**config.mk**
```make
export PLATFORM = sky130hd
export DESIGN_NAME = dsos_output_select
export DESIGN_NICKNAME = d
export VERILOG_FILES = /design/src/core/dsos_pkg.sv /design/src/core/dsos_brake_timer.sv /design/src/core/dsos_output_select.sv
export SDC_FILE = /design/constraint.sdc
export NUM_CORES = 1
export LEC_CHECK = 0
export ABC_AREA = 0
export BUFFER_PORTS_ARGS = -buffer_cell sky130_fd_sc_hd__buf_2
export CORE_MARGIN = 5
export CORE_UTILIZATION = 30
export DETAILED_ROUTE_END_ITERATION = 12
export GPL_ROUTABILITY_DRIVEN = 0
export HOLD_SLACK_MARGIN = 0.1
export PLACE_DENSITY = 0.61
export SETUP_SLACK_MARGIN = 0.3
export SYNTH_ARGS = -nofsm -noshare
export SYNTH_HDL_FRONTEND = slang
export SYNTH_HIERARCHICAL = 1
export SYNTH_SLANG_ARGS = --single-unit
```
**constraint.sdc**
```tcl
create_clock -name clock -period 4.3 [get_ports clock]
set_input_delay 0.645 -clock clock [delete_from_list [all_inputs] [get_ports clock]]
set_output_delay 0.645 -clock clock [all_outputs]
set_load 0.005 [all_outputs]
```
**src/core/dsos_pkg.sv**
```systemverilog
// Function
// - ready output needs ready and no alarm
// - power output follows control power only
// - zero speed when speed at or below threshold
// - threshold defaults 10 rpm, holds until above
// - target speed held from reached until below
// - external pulse mode: error within window
// - internal register mode: position within window band
// - torque limit reached, not torque modes
// - alarm output while any alarm present
// - listed faults raise warning before alarm
// - brake output timed by brake delays
package dsos_pkg;

    // ----------------------------------------------------------------
    // sizes
    // ----------------------------------------------------------------
    localparam int NUM_DO = 8;
    localparam int CODE_W = 8;
    localparam int SEL_W = 3;
    localparam int SPEED_W = 16;
    localparam int POS_W = 32;
    localparam int TORQUE_W = 16;
    localparam int DELAY_W = 16;
    localparam int NUM_WARN = 5;

    // ----------------------------------------------------------------
    // output function codes
    // ----------------------------------------------------------------
    localparam logic [CODE_W-1:0] FN_DISABLED = 8'h00;
    localparam logic [CODE_W-1:0] FN_READY = 8'h01;
    localparam logic [CODE_W-1:0] FN_POWER_ON = 8'h02;
    localparam logic [CODE_W-1:0] FN_ZERO_SPEED = 8'h03;
    localparam logic [CODE_W-1:0] FN_TARGET_SPEED = 8'h04;
    localparam logic [CODE_W-1:0] FN_IN_POSITION = 8'h05;
    localparam logic [CODE_W-1:0] FN_TORQUE_LIMIT = 8'h06;
    localparam logic [CODE_W-1:0] FN_ALARM = 8'h07;
    localparam logic [CODE_W-1:0] FN_BRAKE = 8'h08;
    localparam logic [CODE_W-1:0] CODE_RESET = 8'h00;

    // ----------------------------------------------------------------
    // control mode codes
    // ----------------------------------------------------------------
    localparam logic [2:0] MODE_EXT_PULSE = 3'h0;
    localparam logic [2:0] MODE_INT_REG = 3'h1;
    localparam logic [2:0] MODE_SPEED = 3'h2;
    localparam logic [2:0] MODE_TORQUE = 3'h3;
    localparam logic [2:0] MODE_SPEED_ZERO = 3'h4;
    localparam logic [2:0] MODE_TORQUE_ZERO = 3'h5;

    // ----------------------------------------------------------------
    // parameter defaults and timing
    // ----------------------------------------------------------------
    localparam logic [SPEED_W-1:0] ZERO_SPEED_DEFAULT_RPM = 16'h000A;
    localparam int CLOCK_MHZ = 100;
    localparam int MS_PER_TICK = 1;
    localparam int CYCLES_PER_MS = CLOCK_MHZ * 1000 * MS_PER_TICK;
    localparam int MS_CNT_W = 17;

endpackage

```
**src/core/dsos_brake_timer.sv**
```systemverilog
`timescale 1ns/100ps
module dsos_brake_timer #(
    parameter int CYCLES_PER_MS = dsos_pkg::CYCLES_PER_MS
) (
    // clock and reset
    input wire logic clock,
    input wire logic rst_n,
    // request and delays in ms
    input wire logic brakeRequest,
    input wire logic [dsos_pkg::DELAY_W-1:0] brakeOnDelay,
    input wire logic [dsos_pkg::DELAY_W-1:0] brakeOffDelay,
    // brake actuation level
    output logic brakeActive
);

    typedef enum logic [1:0] {RELEASED, ENGAGE_WAIT, ENGAGED, RELEASE_WAIT} dsos_brake_t;

    dsos_brake_t state_q, state_d;
    logic [dsos_pkg::MS_CNT_W-1:0] tick_q, tick_d;
    logic [dsos_pkg::DELAY_W-1:0] ms_q, ms_d;
    logic msTick;

    // ms prescaler runs only while a delay is pending
    assign msTick = (tick_q == dsos_pkg::MS_CNT_W'(CYCLES_PER_MS - 1));

    // ----------------------------------------------------------------
    // delay sequencer
    // ----------------------------------------------------------------
    always_comb begin
        state_d = state_q;
        tick_d = tick_q;
        ms_d = ms_q;
        case (state_q)
            RELEASED: begin
                tick_d = '0;
                ms_d = '0;
                if (brakeRequest) begin
                    state_d = (brakeOnDelay == '0) ? ENGAGED : ENGAGE_WAIT;
                end
            end
            ENGAGE_WAIT: begin
                tick_d = msTick ? '0 : tick_q + 1'b1;
                if (msTick) begin
                    ms_d = ms_q + 1'b1;
                end
                if (!brakeRequest) begin
                    state_d = RELEASED;
                end else if (msTick && (ms_q + 1'b1 >= brakeOnDelay)) begin
                    state_d = ENGAGED;
                end
            end
            ENGAGED: begin
                tick_d = '0;
                ms_d = '0;
                if (!brakeRequest) begin
                    state_d = (brakeOffDelay == '0) ? RELEASED : RELEASE_WAIT;
                end
            end
            RELEASE_WAIT: begin
                tick_d = msTick ? '0 : tick_q + 1'b1;
                if (msTick) begin
                    ms_d = ms_q + 1'b1;
                end
                if (brakeRequest) begin
                    state_d = ENGAGED;
                end else if (msTick && (ms_q + 1'b1 >= brakeOffDelay)) begin
                    state_d = RELEASED;
                end
            end
            default: begin
                state_d = RELEASED;
            end
        endcase
    end

    always_ff @(posedge clock or negedge rst_n) begin
        if (!rst_n) begin
            state_q <= RELEASED;
            tick_q <= '0;
            ms_q <= '0;
        end else begin
            state_q <= state_d;
            tick_q <= tick_d;
            ms_q <= ms_d;
        end
    end

    // brake held through the release delay
    assign brakeActive = (state_q == ENGAGED) || (state_q == RELEASE_WAIT);

endmodule

```
**src/core/dsos_output_select.sv**
```systemverilog
`timescale 1ns/100ps
module dsos_output_select #(
    parameter int CYCLES_PER_MS = dsos_pkg::CYCLES_PER_MS
) (
    // clock and reset
    input wire logic clock,
    input wire logic rst_n,
    // function code load
    input wire logic codeWrite,
    input wire logic [dsos_pkg::SEL_W-1:0] codeIndex,
    input wire logic [dsos_pkg::CODE_W-1:0] codeValue,
    // drive state
    input wire logic [2:0] controlMode,
    input wire logic controlPowerOn,
    input wire logic driveReady,
    input wire logic otherAlarm,
    input wire logic [dsos_pkg::NUM_WARN-1:0] warnFaults,
    // speed
    input wire logic [dsos_pkg::SPEED_W-1:0] motorSpeed,
    input wire logic zeroSpeedLoad,
    input wire logic [dsos_pkg::SPEED_W-1:0] zeroSpeedValue,
    input wire logic [dsos_pkg::SPEED_W-1:0] targetSpeedSetting,
    // position
    input wire logic signed [dsos_pkg::POS_W-1:0] positionError,
    input wire logic signed [dsos_pkg::POS_W-1:0] motorPosition,
    input wire logic signed [dsos_pkg::POS_W-1:0] targetPosition,
    input wire logic [dsos_pkg::POS_W-2:0] inPositionWindow,
    // torque
    input wire logic signed [dsos_pkg::TORQUE_W-1:0] motorTorque,
    input wire logic [dsos_pkg::TORQUE_W-2:0] torqueLimitFirst,
    input wire logic [dsos_pkg::TORQUE_W-2:0] torqueLimitLast,
    input wire logic useAnalogLimit,
    input wire logic [dsos_pkg::TORQUE_W-2:0] analogTorqueLimit,
    // brake
    input wire logic brakeRequest,
    input wire logic [dsos_pkg::DELAY_W-1:0] brakeOnDelay,
    input wire logic [dsos_pkg::DELAY_W-1:0] brakeOffDelay,
    // outputs
    output logic [dsos_pkg::NUM_DO-1:0] digitalOut,
    output logic warningOut,
    output logic [dsos_pkg::SPEED_W-1:0] zeroSpeedThreshold
);

    // ----------------------------------------------------------------
    // state
    // ----------------------------------------------------------------
    logic [dsos_pkg::CODE_W-1:0] code_q [dsos_pkg::NUM_DO];
    logic [dsos_pkg::CODE_W-1:0] code_d [dsos_pkg::NUM_DO];
    logic [dsos_pkg::NUM_DO-1:0] out_q, out_d;
    logic warn_q, warn_d;
    logic warnSeen_q, warnSeen_d;
    logic [dsos_pkg::SPEED_W-1:0] zeroThr_q, zeroThr_d;

    logic condReady, condPower, condZero, condTarget;
    logic condInPos, condTorque, condAlarm, condBrake;
    logic brakeActive;
    logic [dsos_pkg::POS_W-1:0] errMag;
    logic signed [dsos_pkg::POS_W:0] posDiff;
    logic [dsos_pkg::POS_W:0] diffMag;
    logic [dsos_pkg::TORQUE_W-1:0] torqueMag;
    logic [dsos_pkg::TORQUE_W-2:0] limitSel;
    logic torqueMode;

    // ----------------------------------------------------------------
    // brake delay timing
    // ----------------------------------------------------------------
    dsos_brake_timer #(
        .CYCLES_PER_MS(CYCLES_PER_MS)
    ) u_brake (
        .clock(clock),
        .rst_n(rst_n),
        .brakeRequest(brakeRequest),
        .brakeOnDelay(brakeOnDelay),
        .brakeOffDelay(brakeOffDelay),
        .brakeActive(brakeActive)
    );

    // ----------------------------------------------------------------
    // status conditions
    // ----------------------------------------------------------------
    assign condAlarm = otherAlarm || warnSeen_q;
    assign condReady = driveReady && !condAlarm;
    assign condPower = controlPowerOn;
    assign condZero = (motorSpeed <= zeroThr_q);
    assign condTarget = (motorSpeed >= targetSpeedSetting);
    assign condBrake = brakeActive;

    // magnitudes for the in-position windows
    assign errMag = positionError[dsos_pkg::POS_W-1] ? 32'(-positionError) : 32'(positionError);
    assign posDiff = 33'(motorPosition) - 33'(targetPosition);
    assign diffMag = posDiff[dsos_pkg::POS_W] ? 33'(-posDiff) : 33'(posDiff);

    // in-position per control mode
    always_comb begin
        condInPos = 1'b0;
        if (controlMode == dsos_pkg::MODE_EXT_PULSE) begin
            condInPos = (errMag <= 32'(inPositionWindow));
        end else if (controlMode == dsos_pkg::MODE_INT_REG) begin
            condInPos = (diffMag <= 33'(inPositionWindow));
        end
    end

    // torque limit, analog limit if selected, else forward uses first limit, reverse the last
    assign torqueMode = (controlMode == dsos_pkg::MODE_TORQUE)
                     || (controlMode == dsos_pkg::MODE_TORQUE_ZERO);
    assign torqueMag = motorTorque[dsos_pkg::TORQUE_W-1] ? 16'(-motorTorque) : 16'(motorTorque);
    always_comb begin
        if (useAnalogLimit) begin
            limitSel = analogTorqueLimit;
        end else if (motorTorque[dsos_pkg::TORQUE_W-1]) begin
            limitSel = torqueLimitLast;
        end else begin
            limitSel = torqueLimitFirst;
        end
    end
    assign condTorque = !torqueMode && (torqueMag >= 16'(limitSel));

    // ----------------------------------------------------------------
    // next state: codes, threshold, warning
    // ----------------------------------------------------------------
    always_comb begin
        for (int i = 0; i < dsos_pkg::NUM_DO; i++) begin
            code_d[i] = code_q[i];
        end
        if (codeWrite) begin
            code_d[codeIndex] = codeValue;
        end
        zeroThr_d = zeroSpeedLoad ? zeroSpeedValue : zeroThr_q;
        warn_d = |warnFaults;
        warnSeen_d = |warnFaults;
    end

    // per output function select
    for (genvar g = 0; g < dsos_pkg::NUM_DO; g++) begin : g_out
        always_comb begin
            case (code_q[g])
                dsos_pkg::FN_READY: out_d[g] = condReady;
                dsos_pkg::FN_POWER_ON: out_d[g] = condPower;
                dsos_pkg::FN_ZERO_SPEED: out_d[g] = condZero;
                dsos_pkg::FN_TARGET_SPEED: out_d[g] = condTarget;
                dsos_pkg::FN_IN_POSITION: out_d[g] = condInPos;
                dsos_pkg::FN_TORQUE_LIMIT: out_d[g] = condTorque;
                dsos_pkg::FN_ALARM: out_d[g] = condAlarm;
                dsos_pkg::FN_BRAKE: out_d[g] = condBrake;
                default: out_d[g] = 1'b0;
            endcase
        end
    end

    // ----------------------------------------------------------------
    // registers
    // ----------------------------------------------------------------
    always_ff @(posedge clock or negedge rst_n) begin
        if (!rst_n) begin
            for (int i = 0; i < dsos_pkg::NUM_DO; i++) begin
                code_q[i] <= dsos_pkg::CODE_RESET;
            end
            out_q <= '0;
            warn_q <= 1'b0;
            warnSeen_q <= 1'b0;
            zeroThr_q <= dsos_pkg::ZERO_SPEED_DEFAULT_RPM;
        end else begin
            for (int i = 0; i < dsos_pkg::NUM_DO; i++) begin
                code_q[i] <= code_d[i];
            end
            out_q <= out_d;
            warn_q <= warn_d;
            warnSeen_q <= warnSeen_d;
            zeroThr_q <= zeroThr_d;
        end
    end

    assign digitalOut = out_q;
    assign warningOut = warn_q;
    assign zeroSpeedThreshold = zeroThr_q;

    // ----------------------------------------------------------------
    // checks on output 0 and the zero speed threshold
    // ----------------------------------------------------------------
    chk_ready_no_alarm: assert property (@(posedge clock) disable iff (!rst_n)
        (code_q[0] == dsos_pkg::FN_READY) && otherAlarm |=> !digitalOut[0])
        else $error("ready output high during alarm");

    chk_power_on_level: assert property (@(posedge clock) disable iff (!rst_n)
        (code_q[0] == dsos_pkg::FN_POWER_ON) |=> digitalOut[0] == $past(controlPowerOn))
        else $error("power output not following control power");

    chk_zero_speed: assert property (@(posedge clock) disable iff (!rst_n)
        (code_q[0] == dsos_pkg::FN_ZERO_SPEED) |=>
        digitalOut[0] == ($past(motorSpeed) <= $past(zeroThr_q)))
        else $error("zero speed output wrong");

    chk_zero_default: assert property (@(posedge clock)
        $rose(rst_n) |-> zeroThr_q == 16'h000A)
        else $error("zero speed threshold not at default");

    chk_target_speed: assert property (@(posedge clock) disable iff (!rst_n)
        (code_q[0] == dsos_pkg::FN_TARGET_SPEED) && (motorSpeed < targetSpeedSetting)
        |=> !digitalOut[0])
        else $error("target speed output high below target");

    chk_in_pos_pulse: assert property (@(posedge clock) disable iff (!rst_n)
        (code_q[0] == dsos_pkg::FN_IN_POSITION) && (controlMode == dsos_pkg::MODE_EXT_PULSE)
        && (positionError == '0) |=> digitalOut[0])
        else $error("in position low at zero error");

    chk_in_pos_band: assert property (@(posedge clock) disable iff (!rst_n)
        (code_q[0] == dsos_pkg::FN_IN_POSITION) && (controlMode == dsos_pkg::MODE_INT_REG)
        && (diffMag > 33'(inPositionWindow)) |=> !digitalOut[0])
        else $error("in position high outside band");

    chk_torque_mode: assert property (@(posedge clock) disable iff (!rst_n)
        (code_q[0] == dsos_pkg::FN_TORQUE_LIMIT) && torqueMode |=> !digitalOut[0])
        else $error("torque limit output in torque mode");

    chk_warn_first: assert property (@(posedge clock) disable iff (!rst_n)
        $rose(warningOut) && !$past(otherAlarm) && (code_q[0] == dsos_pkg::FN_ALARM)
        && $stable(code_q[0]) |-> !digitalOut[0])
        else $error("alarm not later than warning");

    chk_alarm_follow: assert property (@(posedge clock) disable iff (!rst_n)
        (code_q[0] == dsos_pkg::FN_ALARM) && otherAlarm ##1 (code_q[0] == dsos_pkg::FN_ALARM)
        |-> digitalOut[0])
        else $error("alarm output missing");

    chk_brake_select: assert property (@(posedge clock) disable iff (!rst_n)
        (code_q[0] == dsos_pkg::FN_BRAKE) |=> digitalOut[0] == $past(brakeActive))
        else $error("brake output not following brake timer");

    chk_undefined_low: assert property (@(posedge clock) disable iff (!rst_n)
        (code_q[0] == 8'h00) || (code_q[0] > 8'h08) |=> !digitalOut[0])
        else $error("undefined code drives output");

endmodule

```
==> results.toml, run 1 <==
[run_status]
status = "finished, violations left"
violations = "setup timing"

[sta]
fin_crit_sh_pct = 127
fin_crit_ns = 5.45
relSlewSlack_pct = 20.5
setup_violations = 8
maxSlewViolCount = 0
fin_skew_ns = 0.00805
hold-worst-slack_ns = 0.323
setup_ws_ns = -1.15
tightest_slew_ns = 1.19
tns_ns = -8.65
clock.fmax_mhz = 183
hold_violations = 0
rsz0062_at_grt = "true"

[floorplan]
die_w_um = 224
die_h_um = 224
dieArea_um2 = 50300
fp.coreArea_um2 = 45400
rows = 78
start_util_pct = 30.3
ios = 321

[global_routing]
gr-usage-met2_pct = 30.6
grt_usage_pct = 17.6
grt_max_degree = 67
first_global_vias = 14859
antenna_found_initial = 7
grt_util_met1_pct = 22.8
overflow = 0
gr-max-usage-layer = "met2"
grtUsageMet3_pct = 3.26
grt_pass1_wl_um = 73700

[yosys]
yosys_warnings = 6
synth_ff_type = "dfrtp_1"
postSynthAreaPerCell_um2 = 8.25
synth_seq_cells = 124
ys_types = 91
synth_area_um2 = 13800
synthArstFlopShare_pct = 100
ys_seq_area_share_pct = 22.6
synth.net_count = 2144
synth_edf_count = 0
netlist_instances = 1669

[final_layout]
final_cell_mix = "317 x buf_2, 266 x buf_4, 169 x ha_1"
layout-drive-gt1-share_pct = 35.4
nets = 2704
layout_commonest_cell = "buf_2"
final_core_util_pct = 42.0
fin_cells = 2845
synthToLayoutAreaGrowth_pct = 38.4
design_area_um2 = 19100

[power_and_ir_drop]
vdd_drop_max_v = 0.000289
intPower_mw = 3.44
power_frac_seq_pct = 29.1
comb_power_share_pct = 44.7
pwr-share-clk_pct = 26.2
finalPower_mw = 5.35
p_sw_mw = 1.91
swShare_pct = 35.7
p_per_area_nw_per_um2 = 281
p_leak_nw = 9.35

[drt]
drc = 0
finalWirelength_um = 46600
first_iter_violations = 785
vias_per_cell = 5.17
vias = 14719
wl_per_cell_um = 16.4
dr.pass1.iters = 6
ant_nets = 0

[clock_network]
cts.sinks = 124
clock_latency_ns = 0.42
cts_tree = "done"
htreeDepth = 4
cts-root-buf = "clkbuf_16"
cts_buffers = 17
cts.clk_slew.worst_paths_ns = 0.06
ctsLongestPathBuffers = 2
ctsHoldBuffers = 0

[placed_design]
placed_area_um2 = 18000
place_ws_ns = -1.77
place_inst = 2799
hpwl_um = 39000
portBuffers = 320

[critical_path]
crit_path_end_kind = "flip-flop"
r2r-start = "u_brake/ms_q[0]"
required_ns = 4.62
reg2reg_depth = 13
start_kind = "input port"
worst-path-max-fanout = 5
crit_arrival_ns = 5.77
crit_type = "in2reg"
crit_path_start = "motorPosition[0]"

[job]
drv_cap = 0

[hold_path]
holdCritPathClass = "in2async"
layer usage:
metal / vias up / wire length [um]
met5: - / 49
met2: 408 / 22100
met1: 6996 / 20700
met4: 8 / 905
met3: 66 / 2890
li1: 7241 / -
critical path, cell delays in order:
cell and delay [ns]:
buf_8 0.08, inv_8 0.03, ha_4 0.15, fa_2 0.36, nand2b_4 0.16, a21boi_4 0.18, o21ai_2 0.10, and3_4 0.20
or3b_4 0.39, a2111o_1 0.41, nand2b_4 0.16, or2_1 0.22, or4_4 0.54, o31ai_4 0.22, xnor2_2 0.11, ha_4 0.28
nand3_1 0.07, nor4_1 0.17, nand2_1 0.09, o21ai_1 0.10, a31o_2 0.13, o211ai_1 0.14, a2111oi_4 0.39, nor2b_4 0.12
o41ai_2 0.33
area by class of cell:
cell class / instances / area (um^2)
antenna: 3 / 7.51
clock buffer: 21 / 460
clock inverter: 11 / 119
fill: 4511 / 26300
inverter: 161 / 612
multi-input combinational: 1337 / 10400
sequential: 124 / 3110
tap: 600 / 751
timing repair buffer: 588 / 3650
registers in the layout, indices dropped and copies added, names as in the netlist:
name / count
digitalOut: 8
zeroSpeedThreshold: 16
u_brake/state_q: 2
warnSeen_q: 1
u_brake/tick_q: 17
u_brake/ms_q: 16
code_q: 64
synth_stat cells, drive strengths merged, types with 6 or more instances:
cell type | n | area [um^2]
ha | 178 | 2230
inv | 161 | 604
nand2 | 129 | 484
dfrtp | 122 | 3050
o21ai | 112 | 564
nor2 | 101 | 379
xnor2 | 88 | 771
a21oi | 84 | 435
mux2 | 58 | 653
a21o | 55 | 413
nand3 | 47 | 240
nor3 | 41 | 205
nand4 | 35 | 219
clkbuf | 32 | 123
xor2 | 32 | 280
or3 | 31 | 205
o31ai | 25 | 193
a211oi | 24 | 185
nor4 | 21 | 131
mux2i | 18 | 180
o211ai | 18 | 140
a21boi | 17 | 131
and2 | 17 | 109
nor2b | 16 | 108
buf | 15 | 77.6
a31oi | 12 | 75.1
nand2b | 12 | 75.1
or4 | 12 | 97.6
o21a | 11 | 82.6
and3 | 9 | 57.6
or2 | 9 | 56.3
and4 | 8 | 72.6
o221ai | 8 | 70.1
o41ai | 8 | 85.1
a2111oi | 7 | 80.1
o2111ai | 7 | 67.6
o22ai | 7 | 43.8
a211o | 6 | 52.6
nor3b | 6 | 45.0
nor4b | 6 | 65.1
worst paths after layout:
check / end / slack (ns)
min: u_brake/ms_q[1] / 0.32
max: digitalOut[1] / -1.15
min reg2reg: u_brake/tick_q[0] / 0.49
min in group clock: zeroSpeedThreshold[15] / 0.43
max in group asynchronous: u_brake/ms_q[12] / 3.00
max reg2reg: u_brake/state_q[1] / 0.54
logic make-up (layout without fill, tap and decap cells):
kind of cell             Yosys count  after routing  share of synthesized area [%]
adder cells (fa/ha/maj)          179            179                           16.3
other                              0              3                              0
buffers and inverters            208            781                           5.84
AND/OR/NAND/NOR                  515            515                           19.5
flip-flops                       124            124                           22.6
XOR/XNOR                         120            120                           7.63
multiplexers                      76             76                           6.05
AO/OA/AOI/OAI                    447            447                           22.1
timing repair:
action,CTS,global route
buffers inserted,6,5
endpoints found under the setup margin,8,10
pin swaps,14,11
cloned,0,0
resized for setup,23,64
power by group through the flow:
stage | sequential, mW | clock [mW] | combinational [mW]
after floorplan | 1.47 | 0 | 1.42
after global placement | 1.56 | 0 | 2.22
after detailed placement | 1.58 | 0 | 2.28
after CTS | 1.56 | 1.43 | 2.32
after global routing | 1.59 | 1.48 | 2.65
final | 1.56 | 1.40 | 2.40
(Power assumes the default switching activity.)
==> inputs of run 2 (changes only) <==
BUFFER_PORTS_ARGS = default   (was -buffer_cell sky130_fd_sc_hd__buf_2)
CAP_MARGIN = 20   (was default)
DONT_BUFFER_PORTS = 1   (was default)
PLACE_DENSITY = default   (was 0.61)
PLACE_DENSITY_LB_ADDON = 0.05   (was default)
==> run 2 against run 1 <==
The run still ends with setup timing left. Register-to-register slack gained 0.07 ns. Sequential cell count is the same. Core utilization shrank 4.2 points. Sequential power is essentially flat. Cell count shrank 12%. Global-route usage shrank 0.071 points. First-iteration DRC count shrank 41%. Total power shrank 4.0%. Count of clock-buffer cells in the layout is the same. Maximum frequency shrank 0.37%. Worst hold slack lost 0.14 ns. Non-clock buffer count shrank 348.
==> results.toml, run 2 (synthesis gave the netlist of run 1 again) <==
[run_status]
status = "finished, violations left"
violations = "setup timing"

[final_layout]
regMostFlops = "code_q"
final_core_util_pct = 37.8
fillers = 4700
largest_reg_flops = 64
seqCellArea_um2 = 3110
final_cell_mix = "234 x buf_4, 169 x ha_1, 160 x inv_1"
layout-drive-gt1-share_pct = 22.8
synthToLayoutAreaGrowth_pct = 24.5
multi_input_area_um2 = 10200
nets = 2356
antennaDiodeCount = 0
layout_commonest_cell = "buf_4"
largest_registers = "code_q: 64 flops, u_brake/tick_q: 17 flops"

[critical_path]
path_buf_inv = 2
crit_path_end_kind = "flip-flop"
rrSetupSlack_ns = 0.61
cpMostUsedCell = "nand2b_4"
r2r-start = "u_brake/ms_q[0]"
crit_arrival_ns = 5.78
worst-path-max-fanout = 6
start_kind = "input port"
path_cells = "inv_8 > ha_4 > fa_2 > nand2b_4 > a21boi_4 > o21ai_2 > and3_4 > or3b_4 > a2111o_1 > nand2b_4 > or2_4 > or4_4 > buf_6 > nand2_4 > xnor2_2 > ha_1 > nor2b_1 > o21ai_1 > nand2_1 > a2111oi_2 > o211ai_1 > a2111oi_4 > nor2b_4 > o41ai_2"
required_ns = 4.61
reg2reg_depth = 13
slowest_delay_ns = 0.51
cp_slowest_cell = "or4_4"
crit_type = "in2reg"
path_delay_family = "compound AO/OA/AOI/OAI gates"
r2r_end = "u_brake/state_q[1]"

[clock_network]
cts-root-buf = "clkbuf_16"
cts.clk_slew.worst_paths_ns = 0.06
clock_latency_ns = 0.41
cts_tree = "done"
cts.sinks = 124
cts_buffers = 17
htreeDepth = 4
ctsLongestPathBuffers = 2

[sta]
hold-worst-slack_ns = 0.184
setup_ws_ns = -1.17
setup_violations = 8
relSlewSlack_pct = 38.2
fin_crit_ns = 5.47
maxSlewViolCount = 0
clock.fmax_mhz = 183
tightest_slew_ns = 0.921
tns_ns = -9.00
fin_crit_sh_pct = 127
fin_skew_ns = 0.0102
rsz0062_at_grt = "true"
hold_violations = 0

[drt]
vias = 12898
vias_per_cell = 5.18
finalWirelength_um = 45900
drc = 0
dr.pass1.iters = 4
ant_nets = 0
wl_per_cell_um = 18.4
first_iter_violations = 465

[hold_path]
holdCritPathClass = "in2async"

[global_routing]
overflow = 0
grt_max_degree = 123
grt_usage_pct = 17.6
grt_pass1_wl_um = 71300
first_global_vias = 12973
antenna_found_initial = 3

[power_and_ir_drop]
p_leak_nw = 7.92
vdd_drop_max_v = 0.000404
p_per_area_nw_per_um2 = 300
finalPower_mw = 5.14

[job]
drv_cap = 0

[floorplan]
die_h_um = 224
dieArea_um2 = 50300
start_util_pct = 30.3
rows = 78
ios = 321
die_w_um = 224
fp.coreArea_um2 = 45400

[placed_design]
hpwl_um = 38100
portBuffers = 0
[run 2: cell types whose count changed in the layout (fill, tap and decap cells not counted), sizes merged]
cell	before	now
clkinvlp	4	1
buf	588	239
bufinv	2	3
dlygate4sd3	0	1
clkinv	5	4
diode	3	0
[run 2: how the worst max path moves through the flow]
stage                        from  slack [ns]            end  cells past startpoint
6_report         motorPosition[0]       -1.17  digitalOut[1]                     24
5_1_grt          motorPosition[0]       -1.42  digitalOut[5]                     24
2_1_floorplan    motorPosition[0]       -1.28  digitalOut[1]                     23
4_1_cts          motorPosition[0]       -1.10  digitalOut[5]                     24
3_5_place_dp     motorPosition[0]       -1.77  digitalOut[1]                     21
3_3_place_gp   targetPosition[15]       -1.72  digitalOut[1]                     24
[run 2: timing repair]
item	CTS	global route
endpoints found under the setup margin	8	10
gates resized for setup	17	48
endpoints found under the hold margin	122	0
hold buffers	2	0
pin swaps	16	15
setup buffers	5	3
[run 2: report_power, final]
group / switching [mW] / internal (mW) / total (mW) / leakage [nW]
sequential: 0.205 / 1.35 / 1.55 / 1.56
clock: 0.504 / 0.943 / 1.45 / 0.290
combinational: 1.06 / 1.08 / 2.14 / 6.07
total: 1.77 / 3.37 / 5.14 / 7.92
[run 2: routing by layer]
metal,GRT usage (%),up-vias,share of wire [%]
met5,0,-,0.050
met4,3.36,6,1.3
met3,2.95,38,3.8
met2,31.1,227,49
met1,22.8,6103,46
li1,-,6524,-
[run 2: through the flow]
| step | setup WS (ns) | cells | instance area [um^2] |
|---|---|---|---|
| 6_report | -1.17 | 2491 | 17100 |
| 2_1_floorplan | -1.28 | 1669 | 13900 |
| 4_1_cts | -1.10 | 2488 | 16900 |
| 5_1_grt | -1.42 | 2491 | 17100 |
| 3_3_place_gp | -1.72 | 2451 | 16200 |
| 3_5_place_dp | -1.77 | 2452 | 16200 |
[run 2: layout make-up]
class	instances	share of cell area (%)
Multi-Input combinational cell	1337	59.8
Sequential cell	124	18.1
Timing Repair Buffer	240	10.7
Tap cell	600	4.38
Inverter	161	3.57
Clock buffer	21	2.74
Clock inverter	8	0.686
[run 2: worst register-to-register path: stages, from the launching register on]
cell	delay, ns
dfrtp_1	0.45
ha_1	0.26
nand3_2	0.13
or4_4	0.59
or2_0	0.28
nor2_1	0.14
xor2_1	0.25
ha_1	0.30
a21o_1	0.19
a2111oi_2	0.40
o31ai_1	0.14
a211o_1	0.27
o221ai_1	0.09
a22o_1	0.16
